<file path="src/rtl/isc_defs.svh">
// constants for the interrupt, strap and clock-output block
// assumes a 50 MHz ref_clk and a plain register port with one-cycle strobes
`ifndef ISC_DEFS_SVH
`define ISC_DEFS_SVH
`define ISC_ADDR_LINE_IRQ   4'h0
`define ISC_ADDR_ST_IRQ     4'h1
`define ISC_ADDR_MISC_IRQ   4'h2
`define ISC_ADDR_LINE_MASK  4'h3
`define ISC_ADDR_ST_MASK    4'h4
`define ISC_ADDR_MISC_MASK  4'h5
`define ISC_ADDR_GLOBAL     4'h6
`define ISC_ADDR_GCR0       4'h7
`define ISC_ADDR_GCR2       4'h8
`define ISC_GCR0_AUTO_ACTIVATION_CTL    6
`define ISC_GCR0_CKSEL_LO   1
`define ISC_GCR2_ACTIVATION_BIT_SELECT     6
`define ISC_CKSEL_OFF       2'h0
`define ISC_CKSEL_15M36     2'h1
`define ISC_CKSEL_10M24     2'h2
`define ISC_MASK_RESET      8'hFF
`define ISC_FORCE_HIGH_US   50
`define ISC_CLK_MHZ         50
`define ISC_FORCE_CYCLES    (`ISC_FORCE_HIGH_US * `ISC_CLK_MHZ)
`define ISC_STRAP_TAKE      2'h2
`define ISC_STRAP_DONE      2'h3
`define ISC_PIN_HIGH        2'h3
`define ISC_PIN_LOW         2'h0
`endif

</file>
<file path="src/rtl/isc_pkg.sv">
// types shared by the interrupt, strap and clock-output block
// assumes the constants header is included where offsets are needed
package isc_pkg;
    typedef struct packed {
        logic       sync_low;
        logic       mode_high;
        logic       auto_low;
    } isc_straps_t;
    typedef struct packed {
        logic [1:0] sel;
        logic       auto_act;
    } isc_gcr0_t;
endpackage

</file>
<file path="src/rtl/isc_top.sv">
// interrupt pin, strap capture, clock output select and serial-out enable
// assumes pins are asynchronous and the host port is on ref_clk
`include "isc_defs.svh"
module isc_top #(
    parameter int W          = 8,
    parameter int FORCE_CYC  = `ISC_FORCE_CYCLES
) (
    input  wire logic         ref_clk,
    input  wire logic         reset_n,
    input  wire logic [3:0]   reg_addr,
    input  wire logic [W-1:0] reg_wdata,
    input  wire logic         reg_wr,
    input  wire logic         reg_rd,
    output logic [W-1:0]      reg_rdata,
    input  wire logic [W-1:0] line_events,
    input  wire logic [W-1:0] st_events,
    input  wire logic [W-1:0] misc_events,
    input  wire logic         mode_irq_pin_in,
    output logic              irq_n_out,
    output logic              irq_n_oe,
    input  wire logic         host_serial_in,
    input  wire logic         auto_activation_pin,
    input  wire logic         host_read_active,
    input  wire logic         host_serial_out_d,
    output logic              host_serial_out,
    output logic              host_serial_out_oe,
    input  wire logic         line_active,
    input  wire logic         clk_15m36,
    input  wire logic         clk_10m24_line,
    input  wire logic         clk_10m24_free,
    output logic              clock_out,
    output logic              clock_out_oe,
    output logic              activation_bit_select,
    output logic              sync_8khz_function,
    output logic              auto_activation_ctl,
    output logic              activation_start
);
    logic [1:0]   rst_sync;
    logic         rst_n;
    logic [1:0]   rel_cnt;
    logic [1:0]   s_mode;
    logic [1:0]   s_sync;
    logic [1:0]   s_auto;
    logic [1:0]   s_rd;
    logic [1:0]   s_sdo;
    logic [1:0]   s_act;
    logic [1:0]   s_c15;
    logic [1:0]   s_c10l;
    logic [1:0]   s_c10f;
    logic [W-1:0] line_irq_reg;
    logic [W-1:0] st_irq_reg;
    logic [W-1:0] misc_irq_reg;
    logic [W-1:0] line_mask;
    logic [W-1:0] st_mask;
    logic [W-1:0] misc_mask;
    logic [31:0]  force_cnt;
    logic [2:0]   pend;
    isc_pkg::isc_gcr0_t global_control_reg_zero;
    logic         irq_rd;
    logic         next_clk;

    // summary bit of one interrupt register: any bit set and not masked
    function automatic logic pending(input logic [W-1:0] flags,
                                     input logic [W-1:0] mask);
        return |(flags & ~mask);
    endfunction

    // host read strobe aimed at one particular interrupt register
    function automatic logic irq_hit(input logic       rd,
                                     input logic [3:0] addr,
                                     input logic [3:0] which);
        return rd && (addr == which);
    endfunction

    // the two rate codes that drive the clock pin; the others leave it floating
    function automatic logic clk_on(input logic [1:0] sel);
        return (sel == `ISC_CKSEL_15M36) || (sel == `ISC_CKSEL_10M24);
    endfunction

    // readback word of the clock select and auto-activation control register
    function automatic logic [W-1:0] gcr0_word(input isc_pkg::isc_gcr0_t g);
        logic [W-1:0] w;
        w                          = '0;
        w[`ISC_GCR0_CKSEL_LO +: 2] = g.sel;
        w[`ISC_GCR0_AUTO_ACTIVATION_CTL]       = g.auto_act;
        return w;
    endfunction

    // readback word of the strap status register
    function automatic logic [W-1:0] gcr2_word(input logic act_sel);
        logic [W-1:0] w;
        w                   = '0;
        w[`ISC_GCR2_ACTIVATION_BIT_SELECT] = act_sel;
        return w;
    endfunction

    // reset release through two flops
    always_ff @(posedge ref_clk or negedge reset_n) begin
        if (!reset_n) rst_sync <= 2'h0;
        else rst_sync <= {rst_sync[0], 1'b1};
    end
    assign rst_n = rst_sync[1];

    // strap pin synchronisers, reset to each pin's idle level
    always_ff @(posedge ref_clk or negedge rst_n) begin
        if (!rst_n) begin
            s_mode <= `ISC_PIN_HIGH;
            s_sync <= `ISC_PIN_LOW;
            s_auto <= `ISC_PIN_LOW;
        end else begin
            s_mode <= {s_mode[0], mode_irq_pin_in};
            s_sync <= {s_sync[0], host_serial_in};
            s_auto <= {s_auto[0], auto_activation_pin};
        end
    end

    // host serial pin synchronisers
    always_ff @(posedge ref_clk or negedge rst_n) begin
        if (!rst_n) begin
            s_rd  <= `ISC_PIN_LOW;
            s_sdo <= `ISC_PIN_LOW;
        end else begin
            s_rd  <= {s_rd[0], host_read_active};
            s_sdo <= {s_sdo[0], host_serial_out_d};
        end
    end

    // line state and clock pin synchronisers
    always_ff @(posedge ref_clk or negedge rst_n) begin
        if (!rst_n) begin
            s_act  <= `ISC_PIN_LOW;
            s_c15  <= `ISC_PIN_LOW;
            s_c10l <= `ISC_PIN_LOW;
            s_c10f <= `ISC_PIN_LOW;
        end else begin
            s_act  <= {s_act[0], line_active};
            s_c15  <= {s_c15[0], clk_15m36};
            s_c10l <= {s_c10l[0], clk_10m24_line};
            s_c10f <= {s_c10f[0], clk_10m24_free};
        end
    end

    // strap capture once synchronised pins are valid after release
    always_ff @(posedge ref_clk or negedge rst_n) begin
        if (!rst_n) begin
            rel_cnt               <= 2'h0;
            activation_bit_select <= 1'b1;
            sync_8khz_function    <= 1'b0;
            activation_start      <= 1'b0;
        end else begin
            activation_start <= 1'b0;
            if (rel_cnt != `ISC_STRAP_DONE) rel_cnt <= rel_cnt + 2'h1;
            if (rel_cnt == `ISC_STRAP_TAKE) begin
                activation_bit_select <= s_mode[1];
                sync_8khz_function    <= !s_sync[1];
                activation_start      <= !s_auto[1];
            end
        end
    end

    // global control: clock select and auto-activation bit
    always_ff @(posedge ref_clk or negedge rst_n) begin
        if (!rst_n) begin
            global_control_reg_zero.sel      <= `ISC_CKSEL_OFF;
            global_control_reg_zero.auto_act <= 1'b1;
        end else if (rel_cnt == `ISC_STRAP_TAKE && !s_auto[1]) begin
            global_control_reg_zero.auto_act <= 1'b0;
        end else if (reg_wr && reg_addr == `ISC_ADDR_GCR0) begin
            global_control_reg_zero.sel      <= reg_wdata[`ISC_GCR0_CKSEL_LO +: 2];
            global_control_reg_zero.auto_act <= reg_wdata[`ISC_GCR0_AUTO_ACTIVATION_CTL];
        end
    end
    assign auto_activation_ctl = global_control_reg_zero.auto_act;

    // any host read of an interrupt register opens the forced-high interval
    assign irq_rd = irq_hit(reg_rd, reg_addr, `ISC_ADDR_LINE_IRQ) ||
                    irq_hit(reg_rd, reg_addr, `ISC_ADDR_ST_IRQ)   ||
                    irq_hit(reg_rd, reg_addr, `ISC_ADDR_MISC_IRQ);

    // line-side interrupt bits: a new event beats the read clear, mask ignored
    always_ff @(posedge ref_clk or negedge rst_n) begin
        if (!rst_n) begin
            line_irq_reg <= '0;
        end else if (irq_hit(reg_rd, reg_addr, `ISC_ADDR_LINE_IRQ)) begin
            line_irq_reg <= line_events;
        end else begin
            line_irq_reg <= line_irq_reg | line_events;
        end
    end

    // s/t-side interrupt bits: a new event beats the read clear, mask ignored
    always_ff @(posedge ref_clk or negedge rst_n) begin
        if (!rst_n) begin
            st_irq_reg <= '0;
        end else if (irq_hit(reg_rd, reg_addr, `ISC_ADDR_ST_IRQ)) begin
            st_irq_reg <= st_events;
        end else begin
            st_irq_reg <= st_irq_reg | st_events;
        end
    end

    // misc interrupt bits: a new event beats the read clear, mask ignored
    always_ff @(posedge ref_clk or negedge rst_n) begin
        if (!rst_n) begin
            misc_irq_reg <= '0;
        end else if (irq_hit(reg_rd, reg_addr, `ISC_ADDR_MISC_IRQ)) begin
            misc_irq_reg <= misc_events;
        end else begin
            misc_irq_reg <= misc_irq_reg | misc_events;
        end
    end

    // line-side mask, one bit masks, all masked out of reset
    always_ff @(posedge ref_clk or negedge rst_n) begin
        if (!rst_n) begin
            line_mask <= `ISC_MASK_RESET;
        end else if (reg_wr && reg_addr == `ISC_ADDR_LINE_MASK) begin
            line_mask <= reg_wdata;
        end
    end

    // s/t-side mask, one bit masks, all masked out of reset
    always_ff @(posedge ref_clk or negedge rst_n) begin
        if (!rst_n) begin
            st_mask <= `ISC_MASK_RESET;
        end else if (reg_wr && reg_addr == `ISC_ADDR_ST_MASK) begin
            st_mask <= reg_wdata;
        end
    end

    // misc mask, one bit masks, all masked out of reset
    always_ff @(posedge ref_clk or negedge rst_n) begin
        if (!rst_n) begin
            misc_mask <= `ISC_MASK_RESET;
        end else if (reg_wr && reg_addr == `ISC_ADDR_MISC_MASK) begin
            misc_mask <= reg_wdata;
        end
    end

    // per-register pending summary
    assign pend = {pending(misc_irq_reg, misc_mask), pending(st_irq_reg, st_mask),
                   pending(line_irq_reg, line_mask)};

    // forced-high interval after an interrupt register read
    always_ff @(posedge ref_clk or negedge rst_n) begin
        if (!rst_n) begin
            force_cnt <= '0;
        end else if (irq_rd) begin
            force_cnt <= 32'(FORCE_CYC);
        end else if (force_cnt != '0) begin
            force_cnt <= force_cnt - 32'h1;
        end
    end

    // open-drain interrupt pin, mode strap shares it while in reset
    always_ff @(posedge ref_clk or negedge rst_n) begin
        if (!rst_n) begin
            irq_n_out <= 1'b1;
            irq_n_oe  <= 1'b0;
        end else begin
            irq_n_out <= 1'b0;
            irq_n_oe  <= (rel_cnt == `ISC_STRAP_DONE) && (force_cnt == '0) && !irq_rd
                         && (|pend);
        end
    end

    // register read port, data one cycle later
    always_ff @(posedge ref_clk or negedge rst_n) begin
        if (!rst_n) reg_rdata <= '0;
        else if (reg_rd) begin
            unique case (reg_addr)
                `ISC_ADDR_LINE_IRQ:  reg_rdata <= line_irq_reg;
                `ISC_ADDR_ST_IRQ:    reg_rdata <= st_irq_reg;
                `ISC_ADDR_MISC_IRQ:  reg_rdata <= misc_irq_reg;
                `ISC_ADDR_LINE_MASK: reg_rdata <= line_mask;
                `ISC_ADDR_ST_MASK:   reg_rdata <= st_mask;
                `ISC_ADDR_MISC_MASK: reg_rdata <= misc_mask;
                `ISC_ADDR_GLOBAL:    reg_rdata <= W'({pend});
                `ISC_ADDR_GCR0:      reg_rdata <= gcr0_word(global_control_reg_zero);
                `ISC_ADDR_GCR2:      reg_rdata <= gcr2_word(activation_bit_select);
                default:             reg_rdata <= '0;
            endcase
        end
    end

    // serial data output driven only during host reads
    always_ff @(posedge ref_clk or negedge rst_n) begin
        if (!rst_n) begin
            host_serial_out    <= 1'b0;
            host_serial_out_oe <= 1'b0;
        end else begin
            host_serial_out    <= s_sdo[1];
            host_serial_out_oe <= s_rd[1];
        end
    end

    // clock output select; 10.24 follows line timing when line active
    always_comb begin
        next_clk = 1'b0;
        unique case (global_control_reg_zero.sel)
            `ISC_CKSEL_15M36: next_clk = s_c15[1];
            `ISC_CKSEL_10M24: next_clk = s_act[1] ? s_c10l[1] : s_c10f[1];
            default:          next_clk = 1'b0;
        endcase
    end
    always_ff @(posedge ref_clk or negedge rst_n) begin
        if (!rst_n) begin
            clock_out    <= 1'b0;
            clock_out_oe <= 1'b0;
        end else begin
            clock_out    <= next_clk;
            clock_out_oe <= clk_on(global_control_reg_zero.sel);
        end
    end
endmodule

</file>
<file path="config.mk">
export PLATFORM = sky130hd
export DESIGN_NAME = isc_top
export DESIGN_NICKNAME = d
export VERILOG_FILES = /design/src/rtl/isc_pkg.sv /design/src/rtl/isc_top.sv
export VERILOG_INCLUDE_DIRS = /design/src /design/src/rtl
export SDC_FILE = /design/constraint.sdc
export NUM_CORES = 1
export LEC_CHECK = 0
export BUFFER_PORTS_ARGS = -buffer_cell sky130_fd_sc_hd__clkbuf_2
export CORE_AREA = 3 3 102 104
export DETAILED_ROUTE_END_ITERATION = 8
export DIE_AREA = 0 0 105 107
export PLACE_DENSITY = 0.88
export SYNTH_ARGS = -nofsm -noshare
export SYNTH_HDL_FRONTEND = slang
export SYNTH_SLANG_ARGS = --single-unit
</file>
<file path="constraint.sdc">
create_clock -name ref_clk -period 9.4 [get_ports ref_clk]
set_clock_uncertainty 0.05 [all_clocks]
set_input_delay 1.41 -clock ref_clk [delete_from_list [all_inputs] [get_ports ref_clk]]
set_output_delay 1.41 -clock ref_clk [all_outputs]
set_load 0.05 [all_outputs]
</file>
After elaboration in Yosys (flattened, before gate mapping):

Cells that the tools add are included.

* bits in registers: 122
* bits of input ports: 49
* output and inout bits: 18
* word-level logic and storage cells: 93

* $add $sub $neg: 2
* eq/ne operators: 13
* mux-type cells: 11
* bitwise logic cells: 10
* reductions and logical operators: 27

Operators by type and width (number)
* 8-bit case mux with 9 select lines: 1
* 32-bit 2-to-1 mux: 2
* 32-bit logical NOT: 1
* 32-bit nonzero test: 1
* 32-bit by 1-bit subtractor with 32-bit output (second input constant): 1
* 8-bit AND: 3
* 8-bit 2-to-1 mux: 3
* 8-bit NOT: 3
* 8-bit bitwise OR: 3
* 24-bit OR reduction: 1
* 8-bit OR reduction: 3
* 4-bit by 3-bit == test with 1-bit output (second input constant): 4
* 1-bit logical AND: 11
* 4-bit by 2-bit == test with 1-bit output (second input constant): 2
* 2-bit == test (second input constant): 3
* 4-bit by 1-bit == test with 1-bit output (second input constant): 1
* 4-bit == test (second input constant): 1
* 4-bit logical NOT: 1
* 1-bit 2-to-1 mux: 4
* 2-bit nonzero test: 2
* 1-bit logical NOT: 3
* 1-bit logical OR: 3
* 2-bit by 1-bit adder with 2-bit output (second input constant): 1
* 2-bit by 1-bit == test with 1-bit output (second input constant): 1
* other kinds (4): 4

Logic depth before layout (Yosys ltp):

Gate-level depths: netlist of run 1.

* depth after elaboration: 7
* gate-level depth with buffers: 10
* gate-level depth less buffers: 7

Worst setup path after synthesis of run 1:

OpenSTA, ideal clock, no wires.

* kind: input to register
* start point: input reg_addr[2]
* end point: register reg_rdata[1]
* library setup time: 135 ps
* data arrival time: 2848 ps
* required time: 9215 ps
* slack: 6367 ps
* stages on the path: 7
* buffers on the path: 2
* path through: clkbuf_1 > clkbuf_1 > mux2_2 > nand2_1 > o21ai_0 > a221oi_1 > o22ai_1

* cells in the longest elaborated chain, start to end: 2
* elaborated cells on any way between the ends: 10
* those cells by class: 8 x eq/ne; 1 x mux; 1 x reduce/logical

RTL lines
* start, declared: line isc_top.sv:10 `input wire logic [3:0] reg_addr,`
* 4-bit == test (tied with other cells): line isc_top.sv:271 `unique case (reg_addr)`
* 8-bit case mux with 9 select lines (*): line isc_top.sv:271
* end signal, assigned: line isc_top.sv:272 `` `ISC_ADDR_LINE_IRQ: reg_rdata <= line_irq_reg; ``
* end signal, assigned: line isc_top.sv:273 `` `ISC_ADDR_ST_IRQ: reg_rdata <= st_irq_reg; ``
* end signal, assigned: line isc_top.sv:274 `` `ISC_ADDR_MISC_IRQ: reg_rdata <= misc_irq_reg; ``
* end, declared: line isc_top.sv:14 `output logic [W-1:0] reg_rdata,`

Mark *: on every way between the ends. The rest lies on a longest branch, timed or not.
A chain may end at the register's enable or synchronous reset.

Worst setup path after layout of run 1:

* start point: register force_cnt[0]
* end point: register force_cnt[17]

* cells in the longest elaborated chain, start to end: 3
* elaborated cells on any way between the ends: 5
* those cells by class: 1 x add/sub; 2 x mux; 2 x reduce/logical

RTL lines
* start, declared: line isc_top.sv:56 `logic [31:0] force_cnt;`
* start signal, assigned: line isc_top.sv:249 `force_cnt <= 32'(FORCE_CYC);`
* start signal, assigned: line isc_top.sv:251 `force_cnt <= force_cnt - 32'h1;`
* 32-bit by 1-bit subtractor with 32-bit output: line isc_top.sv:251
* 32-bit 2-to-1 mux: line isc_top.sv:250 `end else if (force_cnt != '0) begin`
* 32-bit 2-to-1 mux: line isc_top.sv:248 `end else if (irq_rd) begin`

Several ways; a longest one is shown, not always the timed one. The select of a mux whose other input is x is not followed.

==> results of run 1 <==
## layout by cell type, fill, tap and decap left out, drive strengths merged, types with 7 or more instances in the layout
master and instances:
dfrtp 93, clkbuf 84, inv 46, mux2 30
dfstp 29, nor2 27, a21o 25, nand2 23
o22ai 18, o21ai 16, nand3 15, or3 15
a21oi 15, nor3 13, nor4 11, or4 11
mux2i 10, nor2b 8, a211oi 7, o31ai 7
## critical path, stage by stage, from the launching register on
cell      delay [ns]
dfrtp_1         0.40
inv_1           0.09
ha_1            0.18
nor4b_1         0.47
and4b_1         0.48
nor4b_4         0.94
o311ai_0        0.28
o41ai_1         0.13
## per-layer routing
| metal | part of all wire (%) | routed length, um |
|---|---|---|
| met1 | 39 | 5298 |
| met4 | 3.6 | 484 |
| met2 | 50 | 6787 |
| met5 | 0 | 0 |
| met3 | 7.8 | 1059 |
## where the power goes
part | switching (mW) | internal [mW]
clock network | 0.248 | 0.384
logic | 0.118 | 0.0830
registers | 0.0601 | 0.603
## stage by stage
step / utilization, % / std cells / hold WS, ns / setup WS, ns
2_1_floorplan: - / 507 / 0.2812 / 5.750
5_1_grt: 69.07 / 722 / 0.3041 / 5.987
4_1_cts: 69.07 / 722 / 0.2984 / 6.295
3_3_place_gp: 63.06 / 690 / 0.2830 / 5.952
6_report: 69.07 / 722 / 0.2983 / 6.242
3_5_place_dp: 63.06 / 690 / 0.2847 / 5.841
## layout make-up
cell class,count,area share [%]
multi-input combinational,329,35.07
inverter,39,2.199
timing repair buffer,67,5.074
tap,133,2.500
clock buffer,18,6.277
sequential,122,46.46
clock inverter,14,2.424
## kinds of logic (layout without fill, tap and decap cells)
group / count (synthesis) / after routing / synth area share [%]
and+or+nand+nor: 154 / 154 / 16.16
DFF: 122 / 122 / 54.65
AOI/OAI and AO/OA: 120 / 120 / 14.68
buffers and inverters: 56 / 138 / 4.050
muxes: 41 / 41 / 8.145
xor gates and xnor gates: 7 / 7 / 1.085
adders and majority gates: 5 / 5 / 1.107
other: 2 / 2 / 0.1329
## path summary, 6_finish.rpt
path	endpoint	from	cells after the start
max	force_cnt[17]	force_cnt[0]	7
min	s_c15[1]	s_c15[0]	0
max reg2reg	force_cnt[17]	force_cnt[0]	7
min reg2reg	s_c15[1]	s_c15[0]	0
max in group asynchronous	reg_rdata[1]	rst_sync[1]	1
min in group asynchronous	s_act[0]	rst_sync[1]	0
==> results.yml, run 1 <==
routing:
  dr.pass1.iters: 5
  drt_iter0_drc: 475
  ant_nets: 0
  viasPerCell: 6.152
  via_count: 4442
  routed_wire_length_per_instance_um: 18.88
  drc_errors: 0
  drt_wl_total_um: 13630
cells_and_area:
  final_nets: 630
  seq_area_sq_mm: 0.003093
  largest_reg_flops: 32
  nFillCells: 709
  area_growth_pct: 17.77
  drive_gt1_share_pct: 28.52
  stdcell_area_sq_mm: 0.006658
  n_antenna_cell: 0
  multi_input_area_sq_mm: 0.002335
  largest_register: "force_cnt"
setup_path:
  crit_path_start_kind: "flip-flop"
  end_kind: "flip-flop"
  criticalPathCategory: "flip-flop to flip-flop"
  r2r_slack_ns: 6.24
  path_max_fanout: 25
  crit_required_ns: 9.74
  cp_data_arrival_time_ns: 3.50
timing:
  period_share_pct: 33.60
  fmax_mhz: 316.6
  setup_viol: 0
  hold_violations: 0
  rsz0062_at_grt: "false"
  maxSlewHeadroom_pct: 27.01
  worstMarginPinSlew_ns: 1.090
  fin_crit_ns: 3.158
  fin_tns_setup_ns: 0
  maxSlewViolCount: 0
yosys:
  yosysTopAreaCell: "dfrtp_1"
  synth_cells: 507
  synth-edff-count: 0
  synthDominantCellAreaShare_pct: 41.17
  synth.avg_cell_area_sq_um: 11.15
  yosys-top-cells-count: "dfrtp_1, inv_1, mux2_2, dfstp_2, nor2_1"
  yosysUniqueCellTypes: 63
  synth_ff_type: "dfrtp_1"
  synth-seq-area-share_pct: 54.65
  async_reset_ff_share_pct: 100.0
  synthesis.nets: 561
  synth.top_cells.by_area: "dfrtp_1, dfstp_2, mux2_2, a21o_1, inv_1"
  synth-seq-cells: 122
  yosysWarningCount: 0
  synth_area_sq_mm: 0.005653
  yosysMostFrequentCell: "dfrtp_1"
die:
  die-area_sq_mm: 0.01124
  initial_core_util_pct: 58.64
  row_count: 36
  core_area_sq_mm: 0.009639
  dieWidth_um: 105
  pin_count: 67
  die-height_um: 107
worst_hold_path:
  hold_path_class: "flip-flop to flip-flop"
cts:
  cts_root_buffer: "clkbuf_8"
  post_cts_resized: 0
  clk_pin_slew_ns: 0.06
  clock_sinks: 122
  postCtsSetupBuffers: 0
  h-tree-depth: 4
  clockBufferDepth: 2
  cts_hold_buf: 0
  tritoncts: "built"
  clk_latency_ns: 0.52
  cts_made_buffers: 17
power_and_ir_drop:
  finalPower_mw: 1.496
  static-leakage-power_nw: 3.049
  vdd_drop_max_uv: 166.0
  power.density_mw_per_mm2: 224.6
global_route:
  met1_usage_pct: 32.54
  grt_pass1_wl_um: 22730
  gr-total-overflow: 0
  grt_pass1_vias: 4513
  use_met3_pct: 6.562
  top_usage_layer: "met2"
  grt_antenna_before_repair: 0
  grt_max_degree: 63
  grt_usage_pct: 25.88
  met2_usage_pct: 42.35
place:
  port_buffers: 66
  dp_hpwl_um: 9349
  gp_congestion: 0.9413
  placed_area_sq_mm: 0.006078
flow_run:
  maxCapViolCount: 0
outcome:
  outcome: "complete, no violations"
Power figures use the tool's default switching activity.
==> run 2, diff against run 1 <==
--- a/config.mk
+++ b/config.mk
@@ -7,10 +7,10 @@
 export NUM_CORES = 1
 export LEC_CHECK = 0
 export BUFFER_PORTS_ARGS = -buffer_cell sky130_fd_sc_hd__clkbuf_2
-export CORE_AREA = 3 3 102 104
+export CORE_AREA = 3 3 109 111
 export DETAILED_ROUTE_END_ITERATION = 8
-export DIE_AREA = 0 0 105 107
-export PLACE_DENSITY = 0.88
+export DIE_AREA = 0 0 112 114
+export PLACE_DENSITY = 0.82
 export SYNTH_ARGS = -nofsm -noshare
 export SYNTH_HDL_FRONTEND = slang
 export SYNTH_SLANG_ARGS = --single-unit
==> constraint.sdc (replaced) <==
create_clock -name ref_clk -period 2.8 [get_ports ref_clk]
set_clock_uncertainty 0.05 [all_clocks]
set_input_delay 0.42 -clock ref_clk [delete_from_list [all_inputs] [get_ports ref_clk]]
set_output_delay 0.42 -clock ref_clk [all_outputs]
set_load 0.05 [all_outputs]
==> run 2 against run 1 <==
  * Setup slack got worse by 5.9 ns
  * Non-clock buffer count increased by 24
  * Sequential power increased to 3.3 times the previous value
  * Die area increased by 14%
  * Clock power increased to 3.5 times the previous value
  * Clock-buffer cell count decreased by 1
  * Critical path type unchanged
  * Critical endpoint is now force_cnt[21]
==> results.yml, run 2 (same netlist as run 1, synthesis figures left out) <==
timing:
  fmax_mhz: 402.7
  rsz0062_at_grt: "false"
  maxSlewViolCount: 0
  hold_violations: 0
  setup_viol: 0
  fin_crit_ns: 2.483
  period_share_pct: 88.70
  maxSlewHeadroom_pct: 54.21
  worstMarginPinSlew_ns: 0.6868
  fin_tns_setup_ns: 0
cells_and_area:
  seq_area_sq_mm: 0.003093
  area_growth_pct: 22.16
  final_common_cell: "dfrtp_1"
  largest_register: "force_cnt"
  final_cell_mix: "dfrtp_1, clkbuf_2, inv_1"
  largest_reg_flops: 32
  final_nets: 654
  drive_gt1_share_pct: 29.85
  multi_input_area_sq_mm: 0.002335
  n_antenna_cell: 0
  finalNonFillerCells: 753
  nFillCells: 832
die:
  row_count: 38
  initial_core_util_pct: 51.92
  core_area_sq_mm: 0.01089
  pin_count: 67
  die-area_sq_mm: 0.01277
  dieWidth_um: 112
  die-height_um: 114
power_and_ir_drop:
  static-leakage-power_nw: 3.180
  vdd_drop_max_uv: 625.4
  power.density_mw_per_mm2: 739.7
cts:
  tritoncts: "built"
  clock_sinks: 122
  clockBufferDepth: 2
  clk_latency_ns: 0.52
  cts_made_buffers: 17
  h-tree-depth: 4
  clk_pin_slew_ns: 0.06
  cts_root_buffer: "clkbuf_8"
setup_path:
  crit_chain: "inv_1, ha_1, nor4b_1, and4b_1, nor4b_4, buf_4, o31ai_1, a21oi_1"
  worst-path-buf-inv: 2
  cpPeakStageDelay_ns: 0.47
  cp_data_arrival_time_ns: 2.87
  end_kind: "flip-flop"
  path_max_fanout: 15
  criticalPathCategory: "flip-flop to flip-flop"
  cp_slowest_cell: "and4b_1"
  critPathTopFamily: "simple AND/OR/NAND/NOR gates"
  crit_path_start_kind: "flip-flop"
  crit_required_ns: 3.18
flow_run:
  maxCapViolCount: 0
place:
  place_inst: 711
  gp_congestion: 0.9222
  dp_hpwl_um: 9652
  port_buffers: 66
routing:
  viasPerCell: 5.955
  dr.pass1.iters: 5
  drt_wl_total_um: 13650
  ant_nets: 0
  via_count: 4484
  drc_errors: 0
  routed_wire_length_per_instance_um: 18.13
  drt_iter0_drc: 323
worst_hold_path:
  hold_path_class: "primary input to flip-flop"
global_route:
  grt_antenna_before_repair: 0
  grt_max_degree: 62
  grt_pass1_wl_um: 22540
  gr-total-overflow: 0
  grt_usage_pct: 22.20
  grt_pass1_vias: 4586
outcome:
  outcome: "complete, no violations"
## run 2: worst paths after layout
kind	startpoint	end	slack, ns	cells past startpoint
worst max-delay path	force_cnt[0]	force_cnt[21]	0.32	8
worst min-delay path	misc_events[4]	misc_irq_reg[4]	0.03	2
worst max register to register	force_cnt[0]	force_cnt[21]	0.32	8
worst min register to register	rst_sync[1]	s_rd[0]	0.06	0
max in group asynchronous	rst_sync[1]	line_irq_reg[3]	1.76	1
min in group asynchronous	rst_sync[1]	s_rd[0]	0.06	0
## run 2: final cells by class
| type | instances | share of cell area, % |
|---|---|---|
| clock inverter | 15 | 2.700 |
| timing repair buffer | 91 | 8.045 |
| multi-input combinational | 329 | 33.81 |
| clock buffer | 17 | 5.997 |
| inverter | 39 | 2.120 |
| tap | 140 | 2.537 |
| sequential | 122 | 44.79 |
## run 2: through the flow
stage,cell area (sq um),total power [mW],worst slack [ns],hold WS [ns],utilization (%)
global placement,6205,2.878,0.4863,0.05686,56.99
global route,6905,5.315,0.1553,0.008742,63.42
finish,6905,5.108,0.3165,0.02667,63.42
detailed placement,6205,2.920,0.3615,0.06001,56.99
CTS,6905,5.132,0.3569,0.007006,63.42
floorplan,5654,2.674,0.6099,0.07441,-
## run 2: layer usage
layer | share of wire [%] | wire (um) | GRT usage, %
met3 | 6.0 | 816 | 6.207
met4 | 1.1 | 151 | 5.609
met2 | 51 | 6986 | 38.21
met5 | 0 | 0 | 0
met1 | 42 | 5697 | 27.96
## run 2: power breakdown
part	leakage, nW	total (mW)	internal [mW]	switching, mW
Combinational	1.50	0.716	0.300	0.416
Clock	0.294	2.19	1.37	0.819
Sequential	1.38	2.20	2.02	0.179
## run 2: timing repair
action	in CTS	in global routing
hold endpoints to repair	11	0
resized for setup	0	0
buffers inserted	0	0
hold buffers	10	0
## run 2: worst reg2reg max path, stage by stage (launching register included)
cell and delay [ns]:
dfrtp_1 0.41, inv_1 0.09, ha_1 0.19, nor4b_1 0.39, and4b_1 0.47, nor4b_4 0.29, buf_4 0.24, o31ai_1 0.11
a21oi_1 0.16
